### src/hw/pwbt_pkg.sv
// Package: constants, register map and carrier types for the pulse-width bus timing assist
package pwbt_pkg;
  // ==========================================================================
  // Clock rates and derived tick divisors
  localparam int unsigned REF_CLK_HZ = 50_000_000;
  localparam int unsigned FAST_TICK_HZ = 5_000_000;
  localparam int unsigned SLOW_TICK_HZ = 131_000;
  localparam int unsigned FAST_DIV = REF_CLK_HZ / FAST_TICK_HZ;
  localparam int unsigned SLOW_DIV = REF_CLK_HZ / SLOW_TICK_HZ;
  localparam int unsigned BUS_BIT_RATE = 1200;

  // ==========================================================================
  // Register offsets (byte addresses)
  localparam logic [7:0] OFS_CTRL = 8'h00;
  localparam logic [7:0] OFS_STATUS = 8'h04;
  localparam logic [7:0] OFS_MASK = 8'h08;
  localparam logic [7:0] OFS_SYNC_TMR = 8'h0c;
  localparam logic [7:0] OFS_BREAK_TMR = 8'h10;
  localparam logic [7:0] OFS_CAPTURE = 8'h14;
  localparam logic [7:0] OFS_COMPARE = 8'h18;
  localparam logic [7:0] OFS_DRIVE = 8'h1c;

  // ==========================================================================
  // Field positions
  localparam int unsigned CTRL_START_IE = 3;
  localparam int unsigned CTRL_CMP_EN = 5;
  localparam int unsigned CTRL_PWM_MODE = 6;
  localparam int unsigned CTRL_BREAK_IE = 8;
  localparam int unsigned ST_START = 0;
  localparam int unsigned ST_BREAK = 1;
  localparam int unsigned ST_CMP = 3;

  // ==========================================================================
  // Reset values
  localparam logic [15:0] CTRL_RESET = 16'h0000;
  localparam logic [3:0] STATUS_RESET = 4'h0;
  localparam logic [3:0] MASK_RESET = 4'h0;
  localparam logic [15:0] TIMER_RESET = 16'h0000;
  localparam logic DRIVE_RESET = 1'b1;

  // ==========================================================================
  // Carrier types
  typedef struct packed {
    logic [7:0] addr;
    logic [31:0] wdata;
    logic wr;
    logic rd;
  } pwbt_req_s;

  typedef struct packed {
    logic pin_out;
    logic pin_oe;
  } pwbt_pin_s;
endpackage

### src/hw/pwbt_tick.sv
// Clock-enable divider: one-cycle pulse every DIV reference clocks
`timescale 1ns/10ps
module pwbt_tick
  import pwbt_pkg::*;
#(
  parameter int unsigned DIV = 10
) (
  input wire logic ref_clk,
  input wire logic arst_n,
  output logic tick
);
  typedef struct packed {
    logic [15:0] cnt;
    logic tick;
  } pwbt_tick_state_s;

  pwbt_tick_state_s st;
  pwbt_tick_state_s next_st;

  always_comb begin
    next_st = st;
    next_st.tick = 1'b0;
    if (st.cnt == 16'(DIV - 1)) begin
      next_st.cnt = 16'h0000;
      next_st.tick = 1'b1;
    end else begin
      next_st.cnt = st.cnt + 16'h0001;
    end
  end

  always_ff @(posedge ref_clk or negedge arst_n) begin
    if (!arst_n) begin
      st <= '0;
    end else begin
      st <= next_st;
    end
  end

  assign tick = st.tick;
endmodule

### src/hw/pwbt_assist.sv
// Pulse-width serial bus timing assist: capture, compare, break width and wake logic
//
// Functional notes
// Control bit 6 selects pulse-width bus mode for capture, compare and width timer.
// With control bit 8 set, break timer flags an interrupt when bus returns high.
// Break timer clears and runs at falling edge, stops and flags at rising edge.
// Break timer advances on the 131 kHz slow tick.
// Each falling bus edge in mode copies sync timer into capture register.
// Sync timer runs freely in mode, never cleared by bus edges.
// Sync timer advances once per 5 MHz tick in mode.
// Compare enable bit 5 plus timer equal compare sets status bit 3.
// Software drives the bus drive line low, timed by capture and compare.
// Software adds pulse length to captured count and writes compare register.
// On compare interrupt software releases the drive line high.
// Master starts every bit with a falling edge, even when slave transmits.
// Control bit 3 lets a falling bus edge raise a wake interrupt.
// Software must mind the break enable when turning from write to read.
// Frames are 19 bits at 1200 bit/s, bits coded by low width.
// Slave transmitting pulls low before sync width and holds for bit width.
// Bus pin is synchronised before edge detection; edges are one-cycle strobes.
// Compare flag stays set until software clears it.
//
// Our own choices: the register addresses and the strobed register port.
`timescale 1ns/10ps
module pwbt_assist
  import pwbt_pkg::*;
(
  input wire logic ref_clk,
  input wire logic arst_n,
  input wire pwbt_req_s req,
  output logic [31:0] rdata,
  input wire logic bus_in,
  output pwbt_pin_s bus_pin,
  output logic irq
);
  // ==========================================================================
  // State
  typedef struct packed {
    logic sync1;
    logic sync2;
    logic sync3;
    logic [15:0] ctrl;
    logic [3:0] status;
    logic [3:0] mask;
    logic [15:0] sync_tmr;
    logic [15:0] break_tmr;
    logic break_run;
    logic [15:0] capture;
    logic [15:0] compare;
    logic drive;
    logic [31:0] rdata;
  } pwbt_state_s;

  pwbt_state_s st;
  pwbt_state_s next_st;
  logic fast_tick;
  logic slow_tick;
  logic fall;
  logic rise;
  logic mode;
  logic cmp_hit;
  logic [3:0] set_evt;
  logic [3:0] clr_evt;

  function automatic logic [31:0] widen16(input logic [15:0] v);
    widen16 = {16'h0000, v};
  endfunction

  function automatic logic wr_at(input pwbt_req_s r, input logic [7:0] ofs);
    wr_at = r.wr && (r.addr == ofs);
  endfunction

  // ==========================================================================
  // Rate enables
  // Slow divisor rounds down, so the break timer runs a fraction fast (well inside bit tolerance)
  pwbt_tick #(.DIV(FAST_DIV)) u_fast (
    .ref_clk(ref_clk),
    .arst_n(arst_n),
    .tick(fast_tick)
  );

  pwbt_tick #(.DIV(SLOW_DIV)) u_slow (
    .ref_clk(ref_clk),
    .arst_n(arst_n),
    .tick(slow_tick)
  );

  // ==========================================================================
  // Edge strobes from the synchronised pin
  assign fall = st.sync3 && !st.sync2;
  assign rise = !st.sync3 && st.sync2;
  assign mode = st.ctrl[CTRL_PWM_MODE];
  // Equality lasts a whole fast-tick period, so the flag is set again for up to ten cycles
  assign cmp_hit = mode && st.ctrl[CTRL_CMP_EN] && (st.sync_tmr == st.compare);

  always_comb begin
    set_evt = 4'h0;
    set_evt[ST_CMP] = cmp_hit;
    set_evt[ST_BREAK] = mode && st.ctrl[CTRL_BREAK_IE] && st.break_run && rise;
    set_evt[ST_START] = st.ctrl[CTRL_START_IE] && fall;
    clr_evt = wr_at(req, OFS_STATUS) ? req.wdata[3:0] : 4'h0;
  end

  // ==========================================================================
  // Next state
  always_comb begin
    next_st = st;
    // Two stages settle the pin; the third only keeps the last level for edge strobes
    next_st.sync1 = bus_in;
    next_st.sync2 = st.sync1;
    next_st.sync3 = st.sync2;

    // Sync timer never clears on edges: captures are deltas on one base
    if (mode && fast_tick) begin
      next_st.sync_tmr = st.sync_tmr + 16'h0001;
    end
    // Master's falling edge opens every bit, so each one is captured
    if (mode && fall) begin
      next_st.capture = st.sync_tmr;
    end

    if (mode && fall) begin
      next_st.break_tmr = 16'h0000;
      next_st.break_run = 1'b1;
    end else if (mode && rise) begin
      next_st.break_run = 1'b0;
    end else if (st.break_run && slow_tick) begin
      // 16 bits at 381 clocks a step span far more than one bit period, so no wrap mid-bit
      next_st.break_tmr = st.break_tmr + 16'h0001;
    end
    if (!mode) begin
      next_st.break_run = 1'b0;
    end

    // Set beats a simultaneous write-one-to-clear
    next_st.status = (st.status & ~clr_evt) | set_evt;

    if (wr_at(req, OFS_CTRL)) begin
      next_st.ctrl = req.wdata[15:0];
    end
    if (wr_at(req, OFS_MASK)) begin
      next_st.mask = req.wdata[3:0];
    end
    if (wr_at(req, OFS_COMPARE)) begin
      next_st.compare = req.wdata[15:0];
    end
    // Drive resets high, so the pin stays released until software claims the bus
    if (wr_at(req, OFS_DRIVE)) begin
      next_st.drive = req.wdata[0];
    end

    next_st.rdata = 32'h0000_0000;
    if (req.rd) begin
      unique case (req.addr)
        OFS_CTRL: next_st.rdata = widen16(st.ctrl);
        OFS_STATUS: next_st.rdata = {28'h0000000, st.status};
        OFS_MASK: next_st.rdata = {28'h0000000, st.mask};
        OFS_SYNC_TMR: next_st.rdata = widen16(st.sync_tmr);
        OFS_BREAK_TMR: next_st.rdata = widen16(st.break_tmr);
        OFS_CAPTURE: next_st.rdata = widen16(st.capture);
        OFS_COMPARE: next_st.rdata = widen16(st.compare);
        OFS_DRIVE: next_st.rdata = {31'h00000000, st.drive};
        default: next_st.rdata = 32'h0000_0000;
      endcase
    end
  end

  // ==========================================================================
  // Registers
  always_ff @(posedge ref_clk or negedge arst_n) begin
    if (!arst_n) begin
      st.sync1 <= 1'b1;
      st.sync2 <= 1'b1;
      st.sync3 <= 1'b1;
      st.ctrl <= CTRL_RESET;
      st.status <= STATUS_RESET;
      st.mask <= MASK_RESET;
      st.sync_tmr <= TIMER_RESET;
      st.break_tmr <= TIMER_RESET;
      st.break_run <= 1'b0;
      st.capture <= TIMER_RESET;
      st.compare <= TIMER_RESET;
      st.drive <= DRIVE_RESET;
      st.rdata <= 32'h0000_0000;
    end else begin
      st <= next_st;
    end
  end

  // ==========================================================================
  // Outputs: open-drain, only ever pulls the line low
  assign rdata = st.rdata;
  assign bus_pin.pin_out = 1'b0;
  assign bus_pin.pin_oe = !st.drive;
  assign irq = |(st.status & st.mask);
endmodule

### config.mk
export PLATFORM = sky130hd
export DESIGN_NAME = pwbt_assist
export DESIGN_NICKNAME = d
export VERILOG_FILES = /design/src/hw/pwbt_pkg.sv /design/src/hw/pwbt_tick.sv /design/src/hw/pwbt_assist.sv
export SDC_FILE = /design/constraint.sdc
export NUM_CORES = 1
export LEC_CHECK = 0
export BUFFER_PORTS_ARGS = -buffer_cell sky130_fd_sc_hd__buf_4
export CELL_PAD_IN_SITES_DETAIL_PLACEMENT = 1
export CELL_PAD_IN_SITES_GLOBAL_PLACEMENT = 1
export CORE_ASPECT_RATIO = 1.4
export CORE_MARGIN = 2
export CORE_UTILIZATION = 42
export DETAILED_ROUTE_END_ITERATION = 10
export GPL_TIMING_DRIVEN = 0
export PLACE_DENSITY = 0.77
export SLEW_MARGIN = 15
export SYNTH_ARGS = -nofsm -noshare
export SYNTH_HDL_FRONTEND = slang
export SYNTH_SLANG_ARGS = --single-unit
### constraint.sdc
create_clock -name ref_clk -period 1.9 [get_ports ref_clk]
set_clock_uncertainty 0.2 [all_clocks]
set_input_delay 0.285 -clock ref_clk [delete_from_list [all_inputs] [get_ports ref_clk]]
set_output_delay 0.285 -clock ref_clk [all_outputs]
set_load 0.02 [all_outputs]
==> out/qor.csv, run 1 <==
metric;value;unit
status;finished with violations;
violations;negative setup slack;
hold_class;input pin to register;
power.density;848;nW/um^2
first_global_vias;6078;
drt-met1-wl;7320;um
grt_usage;22.9;%
synth_top_family_by_area;simple AND/OR/NAND/NOR gates;
dpl.hpwl;13700;um
antenna_found_initial;0;
crit_required;2.04;ns
max_freq;0.503;GHz
areaGrowthSynthToFinish;24.3;%
drt_iter0_markers;275;
synth-xor-area-share;7.35;%
start_util;42.5;%
drive_above_1_share;26.4;%
routed-wl-met2;10700;um
cp_max_fo;5;
syn_area;7030;um^2
grt_max_degree;83;
finalWorstSetupSlack;-0.0885;ns
multi_input_area;3210;um^2
clk_pin_slew;0.06;ns
ys_async_sr_fraction;100;%
drt_wl_total;19400;um
rsz0062_at_grt;yes;
drtAntennaViolNets;0;
nets;811;
final_cells;976;
die_h;157;um
io_buffers;46;
synth_cell_types;49;
fp-row-count;56;
dr.pass1.iters;4;
cts_sinks;143;
drv_slew;0;
cp-start-kind;register;
io_pins;80;
clk_latency;0.43;ns
synth-compound-area-share;8.01;%
slew_headroom;60.9;%
antenna-diode-count;0;
htree_levels;4;
routed_via_density;5.57;
worstMarginPinSlew;0.586;ns
ys_seq_area_share;51.0;%
yosys_warnings;0;
cts_tree;built;
met3_wirelength;619;um
die_w;113;um
cp.arrival;2.13;ns
dp_cells;929;
critical_path_class;register to register;
coreArea;16500;um^2
ff_latch_area;3590;um^2
finish.utilization;52.8;%
cts_buffer_depth;2;
ys_seq_elements;143;
muxShareOfSynthArea;9.26;%
p_leak;4.23;nW
synth-edff-count;0;
max-cap-violations;0;
drc;0;
grt.overflow.total;0;
ir_drop;0.000588;V
finalSetupViolCount;9;
syn_area_per_cell;10.6;um^2
syn-instance-count;663;
finalCriticalPeriod;1.99;ns
ys.flop_type;dfrtp_1;
vias;5433;
die_area;17800;um^2
end_kind;register;
timing.final.crit_share;105;%
top_layer;met4;
grt_pass1_wl;31600;um
synth-simple-area-share;17.1;%
routabilityCongestion;0.888;
numCtsBuffers;17;
nFillCells;1782;
avgRoutedWirePerCell;19.8;um
hold_viol_final;0;
root_buffer;clkbuf_16;
synthAdderAreaFrac;1.07;%
-- per-layer routing --
metal	vias up	track usage (%)
met5	-	0
met4	0	10.9
met3	51	4.16
met2	123	42.7
met1	2783	25.0
li1	2476	-
-- sequential cells by signal, summed over array words and instances, names as in the netlist --
| name | cells |
|---|---|
| u_slow.tick | 1 |
| u_slow.st | 16 |
| st | 90 |
| u_fast.tick | 1 |
| rdata | 16 |
| mode | 1 |
| u_fast.st | 16 |
| next_st | 2 |
-- placed cells by master, fill, tap and decap left out, drive strengths merged, types with 18 or more instances in the layout --
cell / instances
nand3: 32
buf: 100
xor2: 32
a21oi: 31
xnor2: 27
mux2: 42
nand2: 79
nor2: 35
clkbuf: 32
dlygate4sd3: 18
dfrtp: 139
-- logic make-up (layout without fill, tap and decap cells) --
family | count (synthesis) | in the layout
multiplexers | 56 | 56
flip-flops | 143 | 143
AND/OR/NAND/NOR | 236 | 236
buffers and inverters | 75 | 169
XOR/XNOR | 59 | 59
AO/OA/AOI/OAI | 87 | 87
other | 1 | 17
adder cells (fa/ha/maj) | 6 | 6
-- power by group --
group          internal [mW]  leakage [nW]  switching, mW  total, mW
clock network           2.47         0.326           1.30       3.76
logic                  0.207          1.97          0.267      0.474
registers               3.11          1.93         0.0592       3.17
total                   5.78          4.23           1.62       7.41
-- Yosys cell counts, drive strengths merged (4+ instances only) --
library cell  count  share of area, %
nand4            14               1.2
o22ai            11              0.98
nor2             35               1.9
nor2b            14               1.2
a22o              4              0.50
a21oi            31               2.2
ha                6               1.1
and3             10              0.89
xor2             32               4.0
a22oi            15               1.6
nor3              6              0.50
xnor2            27               3.4
nand3            32               2.5
clkbuf           21               1.1
dfrtp           139                50
or3               5              0.45
mux2i            11               1.6
nand2            79               4.2
or4              10               1.1
mux2             42               6.7
inv               9              0.48
buf              45               4.6
and4              5              0.62
dfstp             4               1.5
and2              7              0.62
nor4             11               1.1
o21ai             5              0.36
o31ai             9              0.96
-- through the flow --
stage / total power, mW / instance area [um^2] / setup WS [ns] / hold slack, ns / setup TNS (ns)
after global routing: 7.63 / 8740 / -0.134 / 0.0730 / -1.18
final: 7.41 / 8740 / -0.0885 / 0.0492 / -0.477
after global placement: 3.63 / 7690 / -0.388 / 0.148 / -50.39
after detailed placement: 3.66 / 7720 / -0.425 / 0.0580 / -19.51
after floorplan: 3.44 / 7090 / 0.00125 / -0.211 / 0
after CTS: 7.46 / 8650 / -0.0773 / 0.0278 / -0.363
-- critical path, stage by stage (launching register included) --
cell	delay (ns)
dfstp_2	0.55
nor2b_1	0.05
o22a_2	0.29
buf_8	0.15
or4_4	0.51
a21oi_2	0.15
-- path summary, 6_finish.rpt --
path / startpoint / endpoint / slack [ns] / depth (start not counted)
worst max-delay path: st[122] / st[80] / -0.09 / 5
min in group asynchronous: arst_n / st[104] / 0.19 / 2
worst min register to register: next_st[123] / next_st[122] / 0.16 / 0
worst min-delay path: req[0] / rdata[1] / 0.05 / 3
worst max register to register: st[122] / st[80] / -0.09 / 5
max in group asynchronous: arst_n / u_slow.st[8] / 0.51 / 3
-- cell type report --
| type | instances | share of cell area (%) |
|---|---|---|
| flip-flops and latches | 143 | 41.1 |
| multi-input cells | 461 | 36.7 |
| repair buffers | 69 | 6.76 |
| clock buffers | 22 | 5.54 |
| plain buffers | 59 | 4.54 |
| well taps | 203 | 2.91 |
| clock inverters | 10 | 2.08 |
| inverters | 9 | 0.387 |
-- what timing repair did --
action	in CTS	in global routing
gates cloned	1	0
pin swaps	16	8
endpoints found under the setup margin	40	52
endpoints found under the hold margin	100	0
gates resized for setup	24	29
buffers inserted	2	1
hold buffers	18	0
No activity file was read; power rests on OpenSTA's default activity.
==> run 2, diff against run 1 <==
CORE_UTILIZATION = 50   (was 42)
PLACE_DENSITY = 0.86   (was 0.77)
clock period = 2.55 ns   (was 1.9 ns; I/O delays follow)
==> run 2 against run 1 <==
Compared with the run above: maximum frequency decreased by 12%; global-route usage increased by 5.8 points; sequential share of layout area grew 1.7 points; register-to-register slack better by 0.38 ns; hold slack worse by 0.041 ns; final cell count decreased by 2.2%; design area decreased by 4.0%; non-clock buffer count fell by 3; count of clock-buffer cells in the layout is 1 lower; critical path depth unchanged; the flow now finishes without violations.
==> out/qor.csv, run 2 (synthesized netlist as in run 1, its figures left out) <==
metric;value;unit;change
final_cell_mix;dfrtp_1, buf_4, nand2_1;;
cp.arrival;2.38;ns;+0.25 ns
die_w;104;um;-8.1%
ir_drop;0.000397;V;-32%
io_buffers;46;;unchanged
status;completed;;
end_kind;register;;
power.density;614;nW/um^2;-28%
clk_pin_slew;0.06;ns;about the same
fin_tns_setup;0;ns;+0.477 ns
crit_required;2.67;ns;+0.63 ns
antenna-diode-count;0;;unchanged
avgRoutedWirePerCell;21.4;um;+8.0%
die_area;15000;um^2;-16%
cts_sinks;143;;unchanged
critPathMaxStageDelay;0.54;ns;about the same
coreArea;13800;um^2;-16%
max_freq;0.444;GHz;-12%
drtAntennaViolNets;0;;unchanged
cts_buffer_depth;2;;unchanged
grt.overflow.total;0;;unchanged
fp-row-count;51;;-8.9%
antenna_found_initial;0;;unchanged
nFillCells;1508;;-15%
max-cap-violations;0;;unchanged
timing.reg2reg.setup_slack;0.30;ns;+0.38 ns
rsz0062_at_grt;no;;
multi_input_area;3070;um^2;-4.3%
timing.final.crit_share;88.4;%;-16 points
drc;0;;unchanged
dpl.hpwl;13900;um;+1.3%
cts_tree;built;;
layout_commonest_cell;dfrtp_1;;
cp_slowest_cell;dfstp_2;;
finish.utilization;60.6;%;+7.7 points
numCtsBuffers;17;;unchanged
grt_max_degree;79;;-4.8%
grt_usage;28.7;%;+5.8 points
start_util;50.7;%;+8.3 points
cp_max_fo;10;;+5
finalCriticalPeriod;2.25;ns;+0.266 ns
io_pins;80;;unchanged
cp_common_cell;nand2_1;;
largest_register_ffs;90;;unchanged
die_h;144;um;-8.1%
post_cts_buffers;0;;-2
root_buffer;clkbuf_16;;
drt_wl_total;20500;um;+5.7%
finalSetupViolCount;0;;-9
vias;5484;;+0.94%
routabilityCongestion;0.901;;+1.4%
clk_latency;0.44;ns;about the same
slew_headroom;56.8;%;-4.1 points
hold_viol_final;0;;unchanged
grt_pass1_wl;32700;um;+3.5%
path_cells;nor2b_1, nand2_1, clkbuf_1, nand2_1, nand2_1;;
critical_path_class;register to register;;
hold_class;input pin to register;;
dr.pass1.iters;4;;unchanged
drt_iter0_markers;254;;-7.6%
path_delay_family;simple AND/OR/NAND/NOR gates;;
nets;808;;-0.37%
cts_resized;0;;-100%
worstMarginPinSlew;0.642;ns;+0.0556 ns
routed_via_density;5.74;;+3.2%
first_global_vias;6077;;-0.016%
areaGrowthSynthToFinish;19.3;%;
cts_hold_buf;12;;-6
htree_levels;4;;unchanged
drive_above_1_share;21.2;%;-5.2 points
drv_slew;0;;unchanged
crit_buf_inv;1;;unchanged
ff_latch_area;3580;um^2;-0.10%
p_leak;4.04;nW;-4.5%
regMostFlops;st;;
cp-start-kind;register;;
## run 2: cell type report
cell class | count | area share (%)
tap | 185 | 2.76
sequential | 143 | 42.7
inverter | 9 | 0.403
multi-input combinational | 461 | 36.6
buffer | 66 | 4.76
timing repair buffer | 59 | 5.97
clock buffer | 21 | 5.37
clock inverter | 11 | 1.39
## run 2: final timing paths
check                        startpoint            to  cells past startpoint
setup / recovery                st[122]        st[60]                      5
hold / removal                  req[14]       st[118]                      2
setup reg to reg                st[122]        st[60]                      5
hold reg to reg            next_st[123]  next_st[122]                      0
max in group asynchronous        arst_n        st[77]                      3
min in group asynchronous        arst_n      rdata[1]                      2
## run 2: metrics by stage
step / hold slack (ns) / power [mW] / cell area (um^2) / setup WS, ns / instances
finish: 0.00818 / 5.15 / 8390 / 0.296 / 955
global route: 0.00854 / 5.30 / 8390 / 0.187 / 955
CTS: 0.00524 / 5.16 / 8390 / 0.304 / 955
detailed placement: 0.149 / 2.73 / 7700 / 0.0640 / 911
global placement: 0.148 / 2.70 / 7660 / 0.158 / 910
floorplan: -0.113 / 2.56 / 7090 / 0.554 / 679
## run 2: power by group
group | leakage (nW) | switching [mW] | internal (mW) | total, mW
clock | 0.273 | 0.981 | 1.45 | 2.44
combinational | 1.83 | 0.206 | 0.145 | 0.351
sequential | 1.94 | 0.0470 | 2.32 | 2.37
## run 2: worst reg2reg max path: stages (launching register included)
cell	delay, ns
dfstp_2	0.54
nor2b_1	0.32
nand2_1	0.43
clkbuf_1	0.40
nand2_1	0.17
nand2_1	0.07
## run 2: metal layers
metal | wire [um] | up-vias | track usage [%]
met2 | 11100 | 171 | 52.3
met4 | 981 | 0 | 18.0
li1 | - | 2466 | -
met5 | 0 | - | 0
met3 | 911 | 75 | 5.72
met1 | 7520 | 2772 | 30.6
==> run 3, diff against run 2 <==
CORE_ASPECT_RATIO = not set   (was 1.4)
SLEW_MARGIN = not set   (was 15)
==> run 3 against run 2 <==
Compared with the run above: combinational power fell by 2%; routed wire length fell by 1.5%; die area barely moved; register-to-register slack improved by 0.03 ns; sequential cell count did not move; non-clock buffer count did not move; utilization rose by 0.22 points; via count rose by 1.5%; largest power group unchanged; critical path depth did not move; sequential share of layout area fell by 0.095 points; sequential power barely moved; highest routed layer unchanged; critical endpoint is now st[94].
==> out/qor.csv, run 3 (synthesized netlist as in run 1, its figures left out) <==
metric;value;unit;change
crit_buf_inv;1;;unchanged
finalCriticalPeriod;2.22;ns;-0.0312 ns
routabilityCongestion;0.877;;-2.6%
cts_buffer_depth;2;;unchanged
timing.final.crit_share;87.2;%;-1.2 points
design_power_total;5.25;mW;+1.9%
hold_class;input pin to register;;
worstMarginPinSlew;0.667;ns;+0.0248 ns
critPathMaxStageDelay;0.64;ns;+0.10 ns
hold_viol_final;0;;unchanged
io_pins;80;;unchanged
htree_levels;4;;unchanged
fin_tns_setup;0;ns;unchanged
cp.arrival;2.34;ns;-0.04 ns
post_cts_buffers;0;;unchanged
grt.overflow.total;0;;unchanged
cts_hold_buf;12;;unchanged
nets;808;;unchanged
timing.reg2reg.setup_slack;0.33;ns;+0.03 ns
crit_required;2.66;ns;about the same
antenna_found_initial;0;;unchanged
grt_max_degree;75;;-5.1%
finalSetupViolCount;0;;unchanged
clk_pin_slew;0.06;ns;about the same
regMostFlops;st;;
met3_wirelength;994;um;+9.1%
drt-met1-wl;8130;um;+8.1%
power.density;624;nW/um^2;+1.6%
final_cell_mix;dfrtp_1, buf_4, nand2_1;;
cp_max_fo;10;;unchanged
drt_iter0_markers;393;;+55%
cp-start-kind;register;;
cp_slowest_cell;nor4_1;;
antenna-diode-count;0;;unchanged
die_area;15000;um^2;about the same
cts_tree;built;;
dpl.hpwl;13900;um;-0.14%
path_cells;buf_2, nand3_1, nor4_1, nand2_1, xnor2_1;;
first_global_vias;5939;;-2.3%
areaGrowthSynthToFinish;19.6;%;
avgRoutedWirePerCell;21.2;um;-0.89%
grt_usage;28.5;%;-0.16 points
top_layer;met4;;
largest_register_ffs;90;;unchanged
drc;0;;unchanged
max-cap-violations;0;;unchanged
coreArea;13800;um^2;-0.14%
die_w;123;um;+18%
drive_above_1_share;21.5;%;+0.29 points
root_buffer;clkbuf_16;;
status;completed;;
numCtsBuffers;17;;unchanged
start_util;50.8;%;+0.073 points
cts_resized;0;;unchanged
ir_drop;0.000464;V;+17%
path_delay_family;simple AND/OR/NAND/NOR gates;;
drt_wl_total;20200;um;-1.5%
cts_sinks;143;;unchanged
die_h;123;um;-15%
io_buffers;46;;unchanged
slew_headroom;55.6;%;-1.3 points
fp-row-count;43;;-16%
vias;5565;;+1.5%
drtAntennaViolNets;0;;unchanged
layout_commonest_cell;dfrtp_1;;
routed_via_density;5.86;;+2.1%
drv_slew;0;;unchanged
end_kind;register;;
nFillCells;1495;;-0.86%
max_freq;0.450;GHz;+1.4%
routed-wl-met2;10500;um;-5.4%
rsz0062_at_grt;no;;
dr.pass1.iters;5;;+1
grt_pass1_wl;32000;um;-2.0%
clk_latency;0.44;ns;about the same
critical_path_class;register to register;;
p_leak;4.05;nW;+0.40%
## run 3: cell types whose count changed in the layout (fill, tap and decap cells not counted)
cell and change:
buf_6 +1, buf_8 -1, bufinv_16 +1, clkbuf_1 -3, clkbuf_8 +1, clkinv_2 +1
clkinv_4 -1
## run 3: cell type report
| class | count | area [um^2] | share of cell area, % |
|---|---|---|---|
| Tap cell | 180 | 225 | 2.68 |
| Multi-Input combinational cell | 461 | 3070 | 36.5 |
| Inverter | 9 | 33.8 | 0.402 |
| Clock buffer | 19 | 453 | 5.39 |
| Clock inverter | 12 | 143 | 1.70 |
| Buffer | 66 | 399 | 4.75 |
| Timing Repair Buffer | 59 | 497 | 5.91 |
| Sequential cell | 143 | 3580 | 42.6 |
## run 3: worst reg2reg max path, cell delays in order, from the launching register on
cell and delay (ns):
dfrtp_1 0.41, buf_2 0.29, nand3_1 0.25, nor4_1 0.64, nand2_1 0.15, xnor2_1 0.16
## run 3: worst paths after layout
check,cells after the start,startpoint,to
worst max-delay path,5,mode,st[94]
worst min-delay path,2,req[7],st[111]
worst max register to register,5,mode,st[94]
worst min register to register,0,next_st[123],next_st[122]
max in group asynchronous,3,arst_n,st[32]
min in group asynchronous,2,arst_n,rdata[8]
## run 3: per-stage QoR
| step | util, % | hold WS, ns | area, um^2 | setup slack (ns) | std cells |
|---|---|---|---|---|---|
| global placement | 55.4 | 0.147 | 7660 | 0.161 | 905 |
| detailed placement | 55.6 | 0.148 | 7690 | 0.0995 | 906 |
| floorplan | - | -0.113 | 7090 | 0.554 | 679 |
| finish | 60.8 | 0.00779 | 8400 | 0.327 | 949 |
| CTS | 60.8 | 0.00355 | 8400 | 0.321 | 949 |
| global route | 60.8 | 0.00948 | 8400 | 0.202 | 949 |
## run 3: where the power goes
| group | internal [mW] | leakage, nW | switching [mW] |
|---|---|---|---|
| logic | 0.145 | 1.83 | 0.199 |
| registers | 2.32 | 1.94 | 0.0456 |
| clock network | 1.57 | 0.290 | 0.970 |
| total | 4.03 | 4.05 | 1.21 |
## run 3: metal layers
layer,vias to the layer above,GRT usage (%)
met4,0,12.1
met2,186,48.1
li1,2474,-
met1,2851,35.4
met3,54,6.32
met5,-,0
